## src/ccc_pkg.sv

```systemverilog
// constants shared by the conversion configuration control block
package ccc_pkg;
   // serial register map
   localparam int ADDR_W = 7;
   localparam logic [ADDR_W-1:0] ADDR_CONFIG = 7'h00;
   localparam logic [ADDR_W-1:0] ADDR_STATUS = 7'h0F;
   localparam int ADDR_WRITE_BIT = 7;
   localparam logic [7:0] INVALID_READ = 8'hFF;
   localparam logic [2:0] LAST_BIT = 3'h7;

   // conversion_config_zero field positions and reset value
   localparam int AUTO_CONVERT_SELECT = 7;
   localparam int SINGLE_CONVERSION_REQUEST = 6;
   localparam int OPEN_CIRCUIT_HI = 5;
   localparam int OPEN_CIRCUIT_LO = 4;
   localparam int COLD_JUNCTION_SENSOR_DISABLE = 3;
   localparam int FAULT_MODE_INTERRUPT = 2;
   localparam int FAULT_LATCH_CLEAR = 1;
   localparam int LINE_NOTCH_SELECT = 0;
   localparam logic [7:0] CONFIG_RESET = 8'h00;

   // fault status bit positions
   localparam int ST_CJ_RANGE = 7;
   localparam int ST_TC_RANGE = 6;
   localparam int ST_CJ_HIGH = 5;
   localparam int ST_CJ_LOW = 4;
   localparam int ST_TC_HIGH = 3;
   localparam int ST_TC_LOW = 2;
   localparam int ST_OVUV = 1;
   localparam int ST_OPEN = 0;
   localparam int MASK_W = 6;
   localparam logic [7:0] STATUS_RESET = 8'h00;

   // timing, each figure in its own unit, then in clock cycles
   localparam int CLK_MHZ = 200;
   localparam int CYC_PER_MS = CLK_MHZ * 1000;
   localparam int AUTO_PERIOD_MS = 100;
   localparam int SINGLE_60HZ_MS = 143;
   localparam int SINGLE_50HZ_MS = 169;
   localparam int CJ_SKIP_MS = 25;
   localparam int AUTO_PERIOD_CYC = AUTO_PERIOD_MS * CYC_PER_MS;
   localparam int SINGLE_60HZ_CYC = SINGLE_60HZ_MS * CYC_PER_MS;
   localparam int SINGLE_50HZ_CYC = SINGLE_50HZ_MS * CYC_PER_MS;
   localparam int CJ_SKIP_CYC = CJ_SKIP_MS * CYC_PER_MS;
   localparam int CNT_W = 28;

   // temperature format and comparator hysteresis
   localparam int TEMP_W = 16;
   localparam int TEMP_LSB_PER_DEGC = 16;
   localparam int HYST_DEGC = 2;
   localparam int HYST_LSB = HYST_DEGC * TEMP_LSB_PER_DEGC;

   // conversion sequencer, gray coded along idle -> cold junction -> thermocouple
   typedef enum logic [1:0] {
      SEQ_IDLE = 2'b00,
      SEQ_COLD = 2'b01,
      SEQ_THERMO = 2'b11
   } ccc_seq_t;
endpackage

```

## src/ccc_hyst_cmp.sv

```systemverilog
// threshold comparator with optional release hysteresis
`timescale 1ns/1ps
module ccc_hyst_cmp #(
   parameter int W = 16,
   parameter int HYST = 32,
   parameter bit HIGH = 1'b1
) (
   input wire logic clk,
   input wire logic rst,
   input wire logic signed [W-1:0] value,
   input wire logic signed [W-1:0] limit,
   input wire logic useHyst,
   output logic active
);
   logic signed [W:0] valueX;
   logic signed [W:0] limitX;
   logic signed [W:0] releaseX;
   logic beyond;
   logic back;
   logic active_q;
   logic active_d;

   // widen by one bit so the hysteresis offset cannot wrap near full scale
   always_comb begin
      valueX = (W+1)'(value);
      limitX = (W+1)'(limit);
      releaseX = HIGH ? limitX - (W+1)'(HYST) : limitX + (W+1)'(HYST);
      beyond = HIGH ? (valueX > limitX) : (valueX < limitX);
      back = HIGH ? (valueX <= releaseX) : (valueX >= releaseX);
      // once set, hold until the value is back past the release point
      active_d = (useHyst && active_q) ? !back : beyond;
   end

   always_ff @(posedge clk or posedge rst) begin
      if (rst) begin
         active_q <= 1'b0;
      end else begin
         active_q <= active_d;
      end
   end

   assign active = active_q;
endmodule

```

## src/ccc_top.sv

```systemverilog
// conversion configuration register, serial slave, conversion sequencer and fault logic
`timescale 1ns/1ps
module ccc_top
   import ccc_pkg::*;
#(
   parameter int AUTO_PERIOD = ccc_pkg::AUTO_PERIOD_CYC,
   parameter int SINGLE_60HZ = ccc_pkg::SINGLE_60HZ_CYC,
   parameter int SINGLE_50HZ = ccc_pkg::SINGLE_50HZ_CYC,
   parameter int CJ_SKIP = ccc_pkg::CJ_SKIP_CYC
) (
   input wire logic clk,
   input wire logic rst,
   input wire logic csN,
   input wire logic sclk,
   input wire logic sdi,
   output logic sdoOut,
   output logic sdoOe,
   output logic faultN,
   output logic [1:0] openCircuitDetectSelect,
   output logic coldJunctionSensorEnable,
   output logic lineNotch50,
   output logic cjConvStart,
   output logic tcConvStart,
   output logic convDone,
   output logic convBusy,
   input wire logic signed [ccc_pkg::TEMP_W-1:0] cjTemp,
   input wire logic signed [ccc_pkg::TEMP_W-1:0] tcTemp,
   input wire logic signed [ccc_pkg::TEMP_W-1:0] cjHighLimit,
   input wire logic signed [ccc_pkg::TEMP_W-1:0] cjLowLimit,
   input wire logic signed [ccc_pkg::TEMP_W-1:0] tcHighLimit,
   input wire logic signed [ccc_pkg::TEMP_W-1:0] tcLowLimit,
   input wire logic [ccc_pkg::MASK_W-1:0] faultMask,
   input wire logic ovUvCond,
   input wire logic openCond,
   input wire logic cjRangeCond,
   input wire logic tcRangeCond
);
   import ccc_pkg::*;

   // pin synchronisers, first stage read only by the second
   logic [2:0] pinMeta_q;
   logic [2:0] pinSync_q;
   logic csS;
   logic sclkS;
   logic sdiS;

   always_ff @(posedge clk or posedge rst) begin
      if (rst) begin
         pinMeta_q <= 3'h7;
         pinSync_q <= 3'h7;
      end else begin
         pinMeta_q <= {csN, sclk, sdi};
         pinSync_q <= pinMeta_q;
      end
   end

   assign {csS, sclkS, sdiS} = pinSync_q;

   // serial slave state
   logic csPrev_q, csPrev_d;
   logic sclkPrev_q, sclkPrev_d;
   logic idlePol_q, idlePol_d;
   logic dataPhase_q, dataPhase_d;
   logic isWrite_q, isWrite_d;
   logic [2:0] bitCnt_q, bitCnt_d;
   logic [7:0] rxShift_q, rxShift_d;
   logic [7:0] txShift_q, txShift_d;
   logic [ADDR_W-1:0] addr_q, addr_d;
   logic sdoOut_q, sdoOut_d;
   logic sdoOe_q, sdoOe_d;
   logic [7:0] config_q, config_d;
   logic clearReq;
   logic singleFire;
   logic csFall;
   logic csRise;
   logic latchEdge;
   logic shiftEdge;
   logic [7:0] rxByte;
   logic [7:0] status_q, status_d;

   // read data for the address about to be shifted out
   function automatic logic [7:0] readMux(input logic [ADDR_W-1:0] a, input logic [7:0] cfg,
                                          input logic [7:0] st);
      logic [7:0] r;
      r = INVALID_READ;
      if (a == ADDR_CONFIG) begin
         r = cfg;
      end else if (a == ADDR_STATUS) begin
         r = st;
      end
      return r;
   endfunction

   // edge finding on the synchronised link clock, polarity taken at select
   always_comb begin
      csFall = csPrev_q && !csS;
      csRise = !csPrev_q && csS;
      latchEdge = !csS && !csFall && (sclkS != sclkPrev_q) && (sclkS == idlePol_q);
      shiftEdge = !csS && !csFall && (sclkS != sclkPrev_q) && (sclkS != idlePol_q);
      rxByte = {rxShift_q[6:0], sdiS};
   end

   // byte framing, address decode, read shifting and configuration writes
   always_comb begin
      csPrev_d = csS;
      sclkPrev_d = sclkS;
      idlePol_d = idlePol_q;
      dataPhase_d = dataPhase_q;
      isWrite_d = isWrite_q;
      bitCnt_d = bitCnt_q;
      rxShift_d = rxShift_q;
      txShift_d = txShift_q;
      addr_d = addr_q;
      sdoOut_d = sdoOut_q;
      sdoOe_d = sdoOe_q;
      config_d = config_q;
      clearReq = 1'b0;
      singleFire = 1'b0;
      if (csFall) begin
         idlePol_d = sclkS;
         dataPhase_d = 1'b0;
         bitCnt_d = 3'h0;
      end
      if (latchEdge) begin
         rxShift_d = rxByte;
         bitCnt_d = bitCnt_q + 3'h1;
         if (bitCnt_q == LAST_BIT) begin
            if (!dataPhase_q) begin
               // top address bit selects write, low bits the register
               dataPhase_d = 1'b1;
               isWrite_d = rxByte[ADDR_WRITE_BIT];
               addr_d = rxByte[ADDR_W-1:0];
               txShift_d = readMux(rxByte[ADDR_W-1:0], config_q, status_q);
            end else begin
               if (isWrite_q && addr_q == ADDR_CONFIG) begin
                  config_d = rxByte;
                  config_d[FAULT_LATCH_CLEAR] = 1'b0;
                  clearReq = rxByte[FAULT_LATCH_CLEAR] && config_q[FAULT_MODE_INTERRUPT];
               end
               addr_d = addr_q + 7'h01;
               txShift_d = readMux(addr_q + 7'h01, config_q, status_q);
            end
         end
      end
      // read data leaves MSB first on the shift edge
      if (shiftEdge && dataPhase_q && !isWrite_q) begin
         sdoOut_d = txShift_q[7];
         sdoOe_d = 1'b1;
         txShift_d = {txShift_q[6:0], 1'b0};
      end
      if (csRise) begin
         sdoOe_d = 1'b0;
         dataPhase_d = 1'b0;
         // only the end of the whole transaction fires a pending single request
         singleFire = config_q[SINGLE_CONVERSION_REQUEST] &&
                      !config_q[AUTO_CONVERT_SELECT];
         config_d[SINGLE_CONVERSION_REQUEST] = 1'b0;
      end
   end

   always_ff @(posedge clk or posedge rst) begin
      if (rst) begin
         csPrev_q <= 1'b1;
         sclkPrev_q <= 1'b0;
         idlePol_q <= 1'b0;
         dataPhase_q <= 1'b0;
         isWrite_q <= 1'b0;
         bitCnt_q <= 3'h0;
         rxShift_q <= 8'h00;
         txShift_q <= 8'h00;
         addr_q <= ADDR_CONFIG;
         sdoOut_q <= 1'b0;
         sdoOe_q <= 1'b0;
         config_q <= CONFIG_RESET;
      end else begin
         csPrev_q <= csPrev_d;
         sclkPrev_q <= sclkPrev_d;
         idlePol_q <= idlePol_d;
         dataPhase_q <= dataPhase_d;
         isWrite_q <= isWrite_d;
         bitCnt_q <= bitCnt_d;
         rxShift_q <= rxShift_d;
         txShift_q <= txShift_d;
         addr_q <= addr_d;
         sdoOut_q <= sdoOut_d;
         sdoOe_q <= sdoOe_d;
         config_q <= config_d;
      end
   end

   // conversion sequencer
   ccc_seq_t seq_q, seq_d;
   logic [CNT_W-1:0] timer_q, timer_d;
   logic [CNT_W-1:0] period_q, period_d;
   logic [CNT_W-1:0] totalCyc;
   logic [CNT_W-1:0] thermoCyc;
   logic startConv;
   logic cjStart_q, cjStart_d;
   logic tcStart_q, tcStart_d;
   logic done_q, done_d;

   always_comb begin
      // notch choice sets the whole single conversion length
      totalCyc = config_q[LINE_NOTCH_SELECT] ? CNT_W'(SINGLE_50HZ) : CNT_W'(SINGLE_60HZ);
      thermoCyc = totalCyc - CNT_W'(CJ_SKIP);
      // auto mode: a new start each period while idle, restarting the period on entry
      period_d = CNT_W'(0);
      if (config_q[AUTO_CONVERT_SELECT]) begin
         period_d = (period_q == CNT_W'(AUTO_PERIOD - 1)) ? CNT_W'(0) : period_q + CNT_W'(1);
      end
      startConv = singleFire || (config_q[AUTO_CONVERT_SELECT] && period_q == CNT_W'(0));
      seq_d = seq_q;
      timer_d = timer_q;
      cjStart_d = 1'b0;
      tcStart_d = 1'b0;
      done_d = 1'b0;
      unique case (seq_q)
         SEQ_IDLE: begin
            if (startConv) begin
               if (config_q[COLD_JUNCTION_SENSOR_DISABLE]) begin
                  // cold-junction phase skipped, the total shrinks by its length
                  seq_d = SEQ_THERMO;
                  tcStart_d = 1'b1;
                  timer_d = thermoCyc - CNT_W'(1);
               end else begin
                  seq_d = SEQ_COLD;
                  cjStart_d = 1'b1;
                  timer_d = CNT_W'(CJ_SKIP - 1);
               end
            end
         end
         SEQ_COLD: begin
            timer_d = timer_q - CNT_W'(1);
            if (timer_q == CNT_W'(0)) begin
               seq_d = SEQ_THERMO;
               tcStart_d = 1'b1;
               timer_d = thermoCyc - CNT_W'(1);
            end
         end
         SEQ_THERMO: begin
            timer_d = timer_q - CNT_W'(1);
            if (timer_q == CNT_W'(0)) begin
               seq_d = SEQ_IDLE;
               done_d = 1'b1;
            end
         end
         default: begin
            seq_d = SEQ_IDLE;
         end
      endcase
   end

   always_ff @(posedge clk or posedge rst) begin
      if (rst) begin
         seq_q <= SEQ_IDLE;
         timer_q <= '0;
         period_q <= '0;
         cjStart_q <= 1'b0;
         tcStart_q <= 1'b0;
         done_q <= 1'b0;
      end else begin
         seq_q <= seq_d;
         timer_q <= timer_d;
         period_q <= period_d;
         cjStart_q <= cjStart_d;
         tcStart_q <= tcStart_d;
         done_q <= done_d;
      end
   end

   // threshold comparators; hysteresis only applies in comparator mode
   logic [3:0] thresh;
   logic useHyst;
   assign useHyst = !config_q[FAULT_MODE_INTERRUPT];

   ccc_hyst_cmp #(.W(TEMP_W), .HYST(HYST_LSB), .HIGH(1'b1)) uCjHigh (
      .clk(clk), .rst(rst), .value(cjTemp), .limit(cjHighLimit), .useHyst(useHyst),
      .active(thresh[3]));
   ccc_hyst_cmp #(.W(TEMP_W), .HYST(HYST_LSB), .HIGH(1'b0)) uCjLow (
      .clk(clk), .rst(rst), .value(cjTemp), .limit(cjLowLimit), .useHyst(useHyst),
      .active(thresh[2]));
   ccc_hyst_cmp #(.W(TEMP_W), .HYST(HYST_LSB), .HIGH(1'b1)) uTcHigh (
      .clk(clk), .rst(rst), .value(tcTemp), .limit(tcHighLimit), .useHyst(useHyst),
      .active(thresh[1]));
   ccc_hyst_cmp #(.W(TEMP_W), .HYST(HYST_LSB), .HIGH(1'b0)) uTcLow (
      .clk(clk), .rst(rst), .value(tcTemp), .limit(tcLowLimit), .useHyst(useHyst),
      .active(thresh[0]));

   // fault status and the fault output
   logic [7:0] cond;
   logic faultN_q, faultN_d;

   always_comb begin
      cond = 8'h00;
      cond[ST_CJ_RANGE] = cjRangeCond;
      cond[ST_TC_RANGE] = tcRangeCond;
      cond[ST_CJ_HIGH] = thresh[3];
      cond[ST_CJ_LOW] = thresh[2];
      cond[ST_TC_HIGH] = thresh[1];
      cond[ST_TC_LOW] = thresh[0];
      cond[ST_OVUV] = ovUvCond;
      cond[ST_OPEN] = openCond;
      if (config_q[FAULT_MODE_INTERRUPT]) begin
         // a condition present in the clear cycle sets again, so no event is lost
         status_d = (clearReq ? STATUS_RESET : status_q) | cond;
      end else begin
         status_d = cond;
      end
      // masked bits still show in status; range bits sit above the mask width
      faultN_d = !(|(status_d[MASK_W-1:0] & ~faultMask));
   end

   always_ff @(posedge clk or posedge rst) begin
      if (rst) begin
         status_q <= STATUS_RESET;
         faultN_q <= 1'b1;
      end else begin
         status_q <= status_d;
         faultN_q <= faultN_d;
      end
   end

   // configuration fields driven to the converter datapath
   assign openCircuitDetectSelect = config_q[OPEN_CIRCUIT_HI:OPEN_CIRCUIT_LO];
   assign coldJunctionSensorEnable = !config_q[COLD_JUNCTION_SENSOR_DISABLE];
   assign lineNotch50 = config_q[LINE_NOTCH_SELECT];
   assign sdoOut = sdoOut_q;
   assign sdoOe = sdoOe_q;
   assign faultN = faultN_q;
   assign cjConvStart = cjStart_q;
   assign tcConvStart = tcStart_q;
   assign convDone = done_q;
   assign convBusy = (seq_q != SEQ_IDLE);
endmodule

```

## config.mk

```make
export PLATFORM = sky130hd
export DESIGN_NAME = ccc_top
export DESIGN_NICKNAME = d
export VERILOG_FILES = /design/src/ccc_pkg.sv /design/src/ccc_hyst_cmp.sv /design/src/ccc_top.sv
export SDC_FILE = /design/constraint.sdc
export NUM_CORES = 1
export LEC_CHECK = 0
export BUFFER_PORTS_ARGS = -buffer_cell sky130_fd_sc_hd__buf_2
export CAP_MARGIN = 25
export CORE_ASPECT_RATIO = 1.25
export CORE_MARGIN = 1.5
export CORE_UTILIZATION = 50
export CTS_CLUSTER_DIAMETER = 40
export DETAILED_ROUTE_END_ITERATION = 6
export PLACE_DENSITY = 0.81
export SLEW_MARGIN = 20
export SYNTH_ARGS = -nofsm -noshare
export SYNTH_HDL_FRONTEND = slang
export SYNTH_SLANG_ARGS = --single-unit
```

## constraint.sdc

```tcl
create_clock -name clk -period 4.3 [get_ports clk]
set_clock_uncertainty 0.2 [all_clocks]
set_input_delay 0 -clock clk [delete_from_list [all_inputs] [get_ports clk]]
set_output_delay 0 -clock clk [all_outputs]
set_load 0.1 [all_outputs]
```

==> results.json, run 1 <==
{
  "yosysMostFrequentCell": "ha_1",
  "critical_path_buf_inv_count": 1,
  "htreeDepth": 4,
  "cts_max_path_buffers": 2,
  "synth_top_area_cell": "dfrtp_1",
  "cts_tree": "built",
  "combinationalPowerShare": 0.183,
  "setup_viol": 0,
  "crit_cells": 7,
  "die_w_um": 126,
  "critical_path_class": "reg2reg",
  "viasPerCell": 5.89,
  "cp_top_family": "simple AND/OR/NAND/NOR gates",
  "synthCells": 1090,
  "yosysSeqAreaShare": 0.314,
  "fill_cells": 1563,
  "yosys.area.top_type_share": 0.292,
  "seqPwrFrac": 0.364,
  "dp_hpwl_mm": 17.3,
  "relSlewSlack": 0.351,
  "critical_path_arrival_ns": 3.50,
  "cts_root_buffer": "clkbuf_16",
  "drive_gt1_frac": 0.163,
  "powerDensity_nw_per_um2": 311,
  "final_area_um2": 11200,
  "rsz0062_at_grt": "no",
  "hold_path.class": "in2reg",
  "clock-sinks": 119,
  "use_met1": 0.282,
  "drt_iter0_drc": 600,
  "violations": "DRC",
  "grt_overflow": 0,
  "routed_wl_mm": 22.7,
  "synthDistinctLibCells": 72,
  "area_delta_synth_final_pct": 18.1,
  "globalplace.congestion": 0.893,
  "r2r_slack_ns": 0.97,
  "tns_ns": 0,
  "synth_common_cells": "ha_1 (126), dfrtp_1 (111), inv_1 (99)",
  "reg2reg_from": "addr_q[4]",
  "cellLeakagePower_nw": 5.54,
  "synth-async-reset-ratio": 1.00,
  "start_util": 0.509,
  "cts_resized": 0,
  "io-pin-count": 122,
  "fin_crit_ns": 3.33,
  "cp-end-kind": "register",
  "grt_pass1_wl_mm": 38.8,
  "die_area_um2": 19900,
  "grt_max_degree": 45,
  "clk_latency_ns": 0.43,
  "nets": 1472,
  "synth_edf_count": 0,
  "slew_violations": 0,
  "max_freq_mhz": 301,
  "worst_pin_slew_ns": 0.967,
  "port_buffers": 121,
  "cp-start-kind": "register",
  "post-cts-setup-buffer-count": 0,
  "maxCapViolations": 0,
  "num_rows": 56,
  "crit_path_cell_trace": "or3_1 > nor4_1 > a31oi_1 > o21ai_0 > or3b_1 > a221oi_1 > dlygate4sd3_1",
  "met2_usage": 0.430,
  "slowest_stage": "dlygate4sd3_1",
  "grt_use_total": 0.237,
  "syn_area_per_cell_um2": 8.73,
  "critPathRequiredTime_ns": 4.47,
  "timing.hold.ws_ns": 0.0237,
  "routed-via-count": 8722,
  "yosysWarnings": 0,
  "worstReg2RegEnd": "faultN",
  "synth.area.top_cells": "dfrtp_1 (29%), ha_1 (17%), xnor2_1 (4.3%)",
  "synth_area_um2": 9520,
  "busiest_layer": "met2",
  "fp.coreArea_um2": 18700,
  "ant_nets": 0,
  "synth_seq_cells": 119,
  "die_h_um": 157,
  "cts_made_buffers": 17,
  "worstHoldStart": "sclk",
  "status": "complete, but fails checks",
  "switching_share": 0.276,
  "max_stage_delay_ns": 0.60,
  "grt_pass1_vias": 8603,
  "worstPathMaxFanout": 9,
  "vdd_drop_max_mv": 0.307,
  "cp-startpoint": "addr_q[4]",
  "drt_first_pass_iters": 7,
  "wire_per_inst_um": 15.3,
  "clk_pin_slew_worst_paths_ns": 0.06,
  "pwr-share-clk": 0.453,
  "power_switching_mw": 0.964,
  "diodes": 0,
  "p_int_mw": 2.53,
  "dpl_cell_area_um2": 10400,
  "hold_viol": 0,
  "fin_crit_sh": 0.774,
  "timing.critical_path.to": "faultN",
  "r2r_cells": 7,
  "drc": 1,
  "gr-usage-met3": 0.0452,
  "syn_nets": 1327,
  "hold_buffers": 22,
  "synth_ff_type": "dfrtp_1",
  "antenna_found_initial": 0
}
per-layer routing:
layer / routed length [µm] / part of all wire / up-vias
li1: - / - / 4282
met5: 0 / 0 / -
met3: 1050 / 0.046 / 34
met2: 11700 / 0.51 / 269
met1: 9640 / 0.42 / 4137
met4: 370 / 0.016 / 0
stage by stage:
stage | power [mW] | cells | worst slack, ns | util
finish | 3.50 | 1480 | 0.973 | 0.601
global route | 3.66 | 1480 | 0.779 | 0.601
CTS | 3.51 | 1480 | 1.05 | 0.601
detailed placement | 1.88 | 1426 | 1.40 | 0.554
global placement | 1.86 | 1425 | 1.29 | 0.553
floorplan | 1.68 | 1090 | 0.956 | -
power by group through the flow:
stage          registers (mW)  logic (mW)  clock network (mW)
2_1_floorplan            1.28       0.396                   0
3_3_place_gp             1.28       0.582                   0
3_5_place_dp             1.29       0.598                   0
4_1_cts                  1.27       0.637                1.60
5_1_grt                  1.28       0.726                1.66
6_report                 1.27       0.642                1.58
worst min path at each step:
stage / end / slack, ns / cells past startpoint
final: pinMeta_q[1] / 0.02 / 2
after global placement: sdoOe / -0.18 / 2
after detailed placement: sdoOe / -0.18 / 2
after global routing: pinMeta_q[0] / 0.03 / 2
after floorplan: pinMeta_q[0] / -0.20 / 0
after CTS: uCjHigh.active / 0.01 / 5
sequential cells by signal (all words and copies together), names as in the netlist, 7 cells and up:
signal,flops
addr_q,7
period_q,28
config_q,7
status_q,8
rxShift_q,7
timer_q,28
txShift_q,8
area by class of cell:
cell class,count,area [µm²],area share
Clock buffer,18,439,0.0391
Sequential cell,119,2990,0.266
Timing Repair Buffer,149,871,0.0775
Tap cell,232,290,0.0258
Inverter,99,374,0.0333
Clock inverter,14,221,0.0197
Multi-Input combinational cell,849,6060,0.539
cells in the final DEF, fill, tap and decap left out, types with 22 or more instances in the layout:
cell and count:
a21o_1 29, xnor2_1 47, nand2_1 76, dlygate4sd3_1 22, nor3_1 32, dfrtp_1 111, ha_1 126, o21ai_0 46
nand3_1 57, buf_2 121, nand4_1 25, inv_1 98, nor2_1 87, a21oi_1 62
kinds of logic (layout without fill, tap and decap cells):
logic type	Yosys count	in the layout	synth area share
XOR/XNOR	62	62	0.0570
buffers and inverters	122	280	0.0515
adder cells (fa/ha/maj)	126	126	0.166
AO/OA/AOI/OAI	249	249	0.176
multiplexers	21	21	0.0241
AND/OR/NAND/NOR	391	391	0.212
flip-flops	119	119	0.314
(Power assumes the default switching activity.)
==> run 2, diff against run 1 <==
--- a/config.mk
+++ b/config.mk
@@ -12,7 +12,7 @@
 export CORE_UTILIZATION = 50
 export CTS_CLUSTER_DIAMETER = 40
 export DETAILED_ROUTE_END_ITERATION = 6
-export PLACE_DENSITY = 0.81
+export PLACE_DENSITY = 0.84
 export SLEW_MARGIN = 20
 export SYNTH_ARGS = -nofsm -noshare
 export SYNTH_HDL_FRONTEND = slang
==> constraint.sdc (replaced) <==
create_clock -name clk -period 2.98 [get_ports clk]
set_clock_uncertainty 0.2 [all_clocks]
set_input_delay 0 -clock clk [delete_from_list [all_inputs] [get_ports clk]]
set_output_delay 0 -clock clk [all_outputs]
set_load 0.1 [all_outputs]
==> run 2 against run 1 <==
The flow now finishes without violations; via count rose by 2.7%; final cell count increased by 0.88%; critical path depth rose by 7; sequential power is 44% higher; global-route usage rose by 0.79 points; clock power rose by 24%; worst hold slack worse by 0.012 ns; non-clock buffer count increased by 13; count of clock-buffer cells in the layout grew 1; sequential share of layout area is 0.16 points lower; total power grew 35%; utilization rose by 0.37 points; critical path type is now in2reg; largest cell class unchanged; largest power group unchanged.
==> results.json, run 2 (synthesized netlist as in run 1, its figures left out) <==
{
  "fill_cells": 1597,
  "layout_common_cells": "ha_1 (126), buf_2 (121), dfrtp_1 (111)",
  "viasPerCell": 6.00,
  "grt_overflow": 0,
  "grt_max_degree": 58,
  "fp.coreArea_um2": 18700,
  "routed-via-count": 8957,
  "worstPathMaxFanout": 4,
  "reg_top3": "period_q x28, timer_q x28",
  "cellLeakagePower_nw": 5.54,
  "cts_tree": "built",
  "drt_first_pass_iters": 5,
  "drt_iter0_drc": 648,
  "globalplace.congestion": 0.925,
  "clk_pin_slew_worst_paths_ns": 0.06,
  "area_delta_synth_final_pct": 18.8,
  "final_util": 0.605,
  "routed_wl_mm": 23.5,
  "r2r_slack_ns": 0.08,
  "die_w_um": 126,
  "die_area_um2": 19900,
  "slew_violations": 0,
  "powerDensity_nw_per_um2": 418,
  "clock-sinks": 119,
  "cp-end-kind": "register",
  "worst_pin_slew_ns": 0.833,
  "cp-start-kind": "primary input",
  "fin_crit_sh": 0.994,
  "diodes": 0,
  "critical_path_arrival_ns": 3.10,
  "cts_root_buffer": "clkbuf_16",
  "start_util": 0.509,
  "wire_per_inst_um": 15.8,
  "max_freq_mhz": 338,
  "setup_viol": 0,
  "antenna_found_initial": 0,
  "io-pin-count": 122,
  "maxCapViolations": 0,
  "cts_made_buffers": 17,
  "critical_path_class": "in2reg",
  "htreeDepth": 4,
  "grt_pass1_vias": 8917,
  "clk_latency_ns": 0.43,
  "critPathRequiredTime_ns": 3.12,
  "status": "completed",
  "dp_hpwl_mm": 17.6,
  "vdd_drop_max_mv": 0.483,
  "grt_pass1_wl_mm": 39.9,
  "num_rows": 56,
  "grt_use_total": 0.245,
  "ant_nets": 0,
  "layout_commonest_cell": "ha_1",
  "fin_crit_ns": 2.96,
  "port_buffers": 121,
  "relSlewSlack": 0.444,
  "hold_path.class": "in2reg",
  "nets": 1485,
  "tns_ns": 0,
  "drive_gt1_frac": 0.172,
  "die_h_um": 157,
  "drc": 0,
  "hold_viol": 0,
  "cts_max_path_buffers": 2
}
## run 2: cell count changes in the layout (fill, tap and decap cells not counted), moves of 4 or more
cell,previous run,this run
nor4_2,2,6
buf_4,6,14
bufinv_16,5,1
dlygate4sd3_1,22,26
clkinvlp_4,3,7
nor4_1,21,16
## run 2: worst paths after layout
kind	start	depth (start not counted)	to
max	tcLowLimit[7]	14	uTcLow.active
min	cjTemp[14]	5	uCjHigh.active
max reg2reg	addr_q[4]	7	faultN
min reg2reg	pinMeta_q[0]	0	pinSync_q[0]
max in group asynchronous	rst	4	timer_q[27]
min in group asynchronous	rst	3	txShift_q[5]
## run 2: power breakdown
group | total (mW) | leakage [nW] | internal, mW | switching, mW
clock | 1.96 | 0.258 | 1.17 | 0.787
combinational | 0.945 | 3.69 | 0.426 | 0.519
sequential | 1.83 | 1.60 | 1.73 | 0.104
## run 2: metrics by stage
stage	instance area (µm²)	instances	worst slack [ns]	hold slack (ns)	power, mW
2_1_floorplan	9520	1090	0.454	-0.196	2.42
3_3_place_gp	10400	1435	0.330	-0.0938	2.69
3_5_place_dp	10400	1435	0.233	-0.0936	2.72
4_1_cts	11300	1493	0.0150	0.000676	4.73
5_1_grt	11300	1493	-0.0654	0.0279	4.96
6_report	11300	1493	0.0181	0.0115	4.73
## run 2: cell type report
cell class | count | area (µm²) | area share
multi-input cells | 849 | 6100 | 0.539
flip-flops and latches | 119 | 2990 | 0.264
repair buffers | 162 | 991 | 0.0876
clock buffers | 19 | 443 | 0.0392
inverters | 99 | 375 | 0.0332
well taps | 232 | 290 | 0.0257
clock inverters | 13 | 124 | 0.0110
## run 2: metal layers
metal  GRT usage  part of all wire  up-vias
met1       0.274              0.40     4287
li1            -                 -     4309
met2       0.447              0.52      285
met5           0                 0        -
met4       0.124             0.037        0
met3      0.0425             0.046       76
## run 2: repair_timing
item / in CTS / in global routing
hold endpoints to repair: 48 / 0
gates resized for setup: 0 / 8
endpoints found under the setup margin: 0 / 4
hold buffers: 26 / 0
buffers inserted: 0 / 0
## run 2: worst max-delay path: stages
cell	delay, ns
buf_2	0.11
inv_1	0.08
nor4_2	0.31
buf_4	0.18
nand3_1	0.10
nor4_2	0.20
xnor2_1	0.17
ha_1	0.27
a21oi_1	0.17
o211ai_1	0.15
a2111oi_1	0.44
dlygate4sd3_1	0.61
o21ai_0	0.09
a32oi_1	0.22
==> run 3, diff against run 2 <==
--- a/config.mk
+++ b/config.mk
@@ -12,7 +12,9 @@
 export CORE_UTILIZATION = 50
 export CTS_CLUSTER_DIAMETER = 40
 export DETAILED_ROUTE_END_ITERATION = 6
+export GPL_TIMING_DRIVEN = 0
 export PLACE_DENSITY = 0.84
+export RECOVER_POWER = 25
 export SLEW_MARGIN = 20
 export SYNTH_ARGS = -nofsm -noshare
 export SYNTH_HDL_FRONTEND = slang
==> run 3 against run 2 <==
Setup slack better by 0.11 ns; via count decreased by 0.48%; first-iteration DRC count grew 15%; final cell count increased by 0.80%; register-to-register slack improved by 0.04 ns; total power shrank 1.1%; utilization barely moved; global-route usage shrank 0.22 points; die area unchanged; critical path type is now reg2reg; largest power group unchanged.
==> results.json, run 3 (synthesized netlist as in run 1, its figures left out) <==
{
  "worst_pin_slew_ns": 1.31,
  "cts_max_path_buffers": 2,
  "routed-via-count": 8914,
  "reg2reg_from": "config_q[7]",
  "finalPower_mw": 4.68,
  "max_stage_delay_ns": 0.37,
  "fin_crit_ns": 2.86,
  "powerDensity_nw_per_um2": 414,
  "critical_path_arrival_ns": 2.95,
  "ant_nets": 0,
  "hold_depth": 5,
  "fp.coreArea_um2": 18700,
  "htreeDepth": 4,
  "met2_usage": 0.453,
  "slowest_stage": "clkbuf_1",
  "worstHoldStart": "tcTemp[13]",
  "critPathRequiredTime_ns": 3.07,
  "dpl_cell_area_um2": 10500,
  "critical_path_class": "reg2reg",
  "gr-usage-met3": 0.0486,
  "crit_path_cell_trace": "clkbuf_1 > nor4b_1 > nand4_1 > o32ai_1 > a21oi_1 > clkbuf_1 > o21ai_0 > o41ai_1",
  "nets": 1497,
  "grt_pass1_vias": 8766,
  "num_rows": 56,
  "grt_overflow": 0,
  "fin_crit_sh": 0.958,
  "max_freq_mhz": 350,
  "cp-start-kind": "register",
  "relSlewSlack": 0.125,
  "vdd_drop_max_mv": 0.444,
  "tns_ns": 0,
  "io-pin-count": 122,
  "use_met1": 0.273,
  "r2r_cells": 8,
  "final_area_um2": 11300,
  "worstPathMaxFanout": 10,
  "clk_pin_slew_worst_paths_ns": 0.06,
  "holdPathEnd": "uTcLow.active",
  "drive_gt1_frac": 0.156,
  "r2r_slack_ns": 0.12,
  "die_area_um2": 19900,
  "drt_iter0_drc": 747,
  "start_util": 0.509,
  "status": "completed",
  "hold_path.class": "in2reg",
  "diodes": 0,
  "port_buffers": 121,
  "layout_common_cells": "ha_1 (126), buf_2 (122), dfrtp_1 (111)",
  "cts_made_buffers": 17,
  "hold_viol": 0,
  "grt_use_total": 0.243,
  "grt_pass1_wl_mm": 39.6,
  "layout_commonest_cell": "ha_1",
  "cp-end-kind": "register",
  "final_util": 0.604,
  "worstReg2RegEnd": "timer_q[27]",
  "die_w_um": 126,
  "slew_violations": 0,
  "drc": 0,
  "antenna_found_initial": 0,
  "dp_hpwl_mm": 18.1,
  "globalplace.congestion": 0.903,
  "cts_tree": "built",
  "wire_per_inst_um": 15.7,
  "cts_root_buffer": "clkbuf_16",
  "viasPerCell": 5.92,
  "grt_max_degree": 36,
  "routed_wl_mm": 23.7,
  "reg_top3": "period_q x28, timer_q x28",
  "cellLeakagePower_nw": 5.57,
  "die_h_um": 157,
  "fill_cells": 1576,
  "clk_latency_ns": 0.43,
  "setup_viol": 0,
  "drt_first_pass_iters": 5,
  "area_delta_synth_final_pct": 18.8,
  "maxCapViolations": 0,
  "path_common_cell": "clkbuf_1",
  "busiest_layer": "met2",
  "clock-sinks": 119
}
## run 3: worst max-delay path by stage
stage,start,end
floorplan,timer_q[18],timer_q[7]
global placement,tcLowLimit[7],uTcLow.active
detailed placement,tcLowLimit[7],uTcLow.active
CTS,period_q[8],period_q[23]
global route,timer_q[0],timer_q[7]
finish,config_q[7],timer_q[27]
## run 3: repair_timing
item	CTS	global route
setup buffers	0	1
hold endpoints to repair	96	0
resized for setup	0	4
hold buffers	25	0
setup endpoints to repair	0	26
## run 3: worst max-delay path: cells and delay by family, from the launching register on
| family | cells | cell delay (ns) |
|---|---|---|
| AOI/OAI and AO/OA | 4 | 0.98 |
| buffers and inverters | 2 | 0.68 |
| DFF | 1 | 0.33 |
| and+or+nand+nor | 2 | 0.53 |
## run 3: metal layers
layer / up-vias / wire length [µm]
li1: 4323 / -
met5: - / 0
met3: 64 / 1180
met2: 295 / 12400
met1: 4232 / 9550
met4: 0 / 581
## run 3: power breakdown
part / switching (mW) / total [mW] / internal, mW
Sequential: 0.106 / 1.83 / 1.73
Clock: 0.694 / 1.93 / 1.23
Combinational: 0.508 / 0.923 / 0.415
Total: 1.31 / 4.68 / 3.37
## run 3: layout make-up
class / instances / area (µm²) / area share
Clock inverter: 3 / 42.5 / 0.00376
Timing Repair Buffer: 151 / 905 / 0.0800
Inverter: 99 / 373 / 0.0330
Sequential cell: 119 / 2990 / 0.264
Multi-Input combinational cell: 849 / 6080 / 0.538
Clock buffer: 29 / 510 / 0.0451
Buffer: 23 / 119 / 0.0105
Tap cell: 232 / 290 / 0.0257
## run 3: per-stage QoR
step | worst slack (ns) | hold slack, ns | cells
floorplan | 0.454 | -0.196 | 1090
global placement | 0.0114 | -0.0942 | 1443
detailed placement | -0.0252 | -0.0935 | 1446
CTS | 0.0762 | 0.00892 | 1503
global route | -0.0456 | 0.0353 | 1505
finish | 0.125 | 0.0229 | 1505
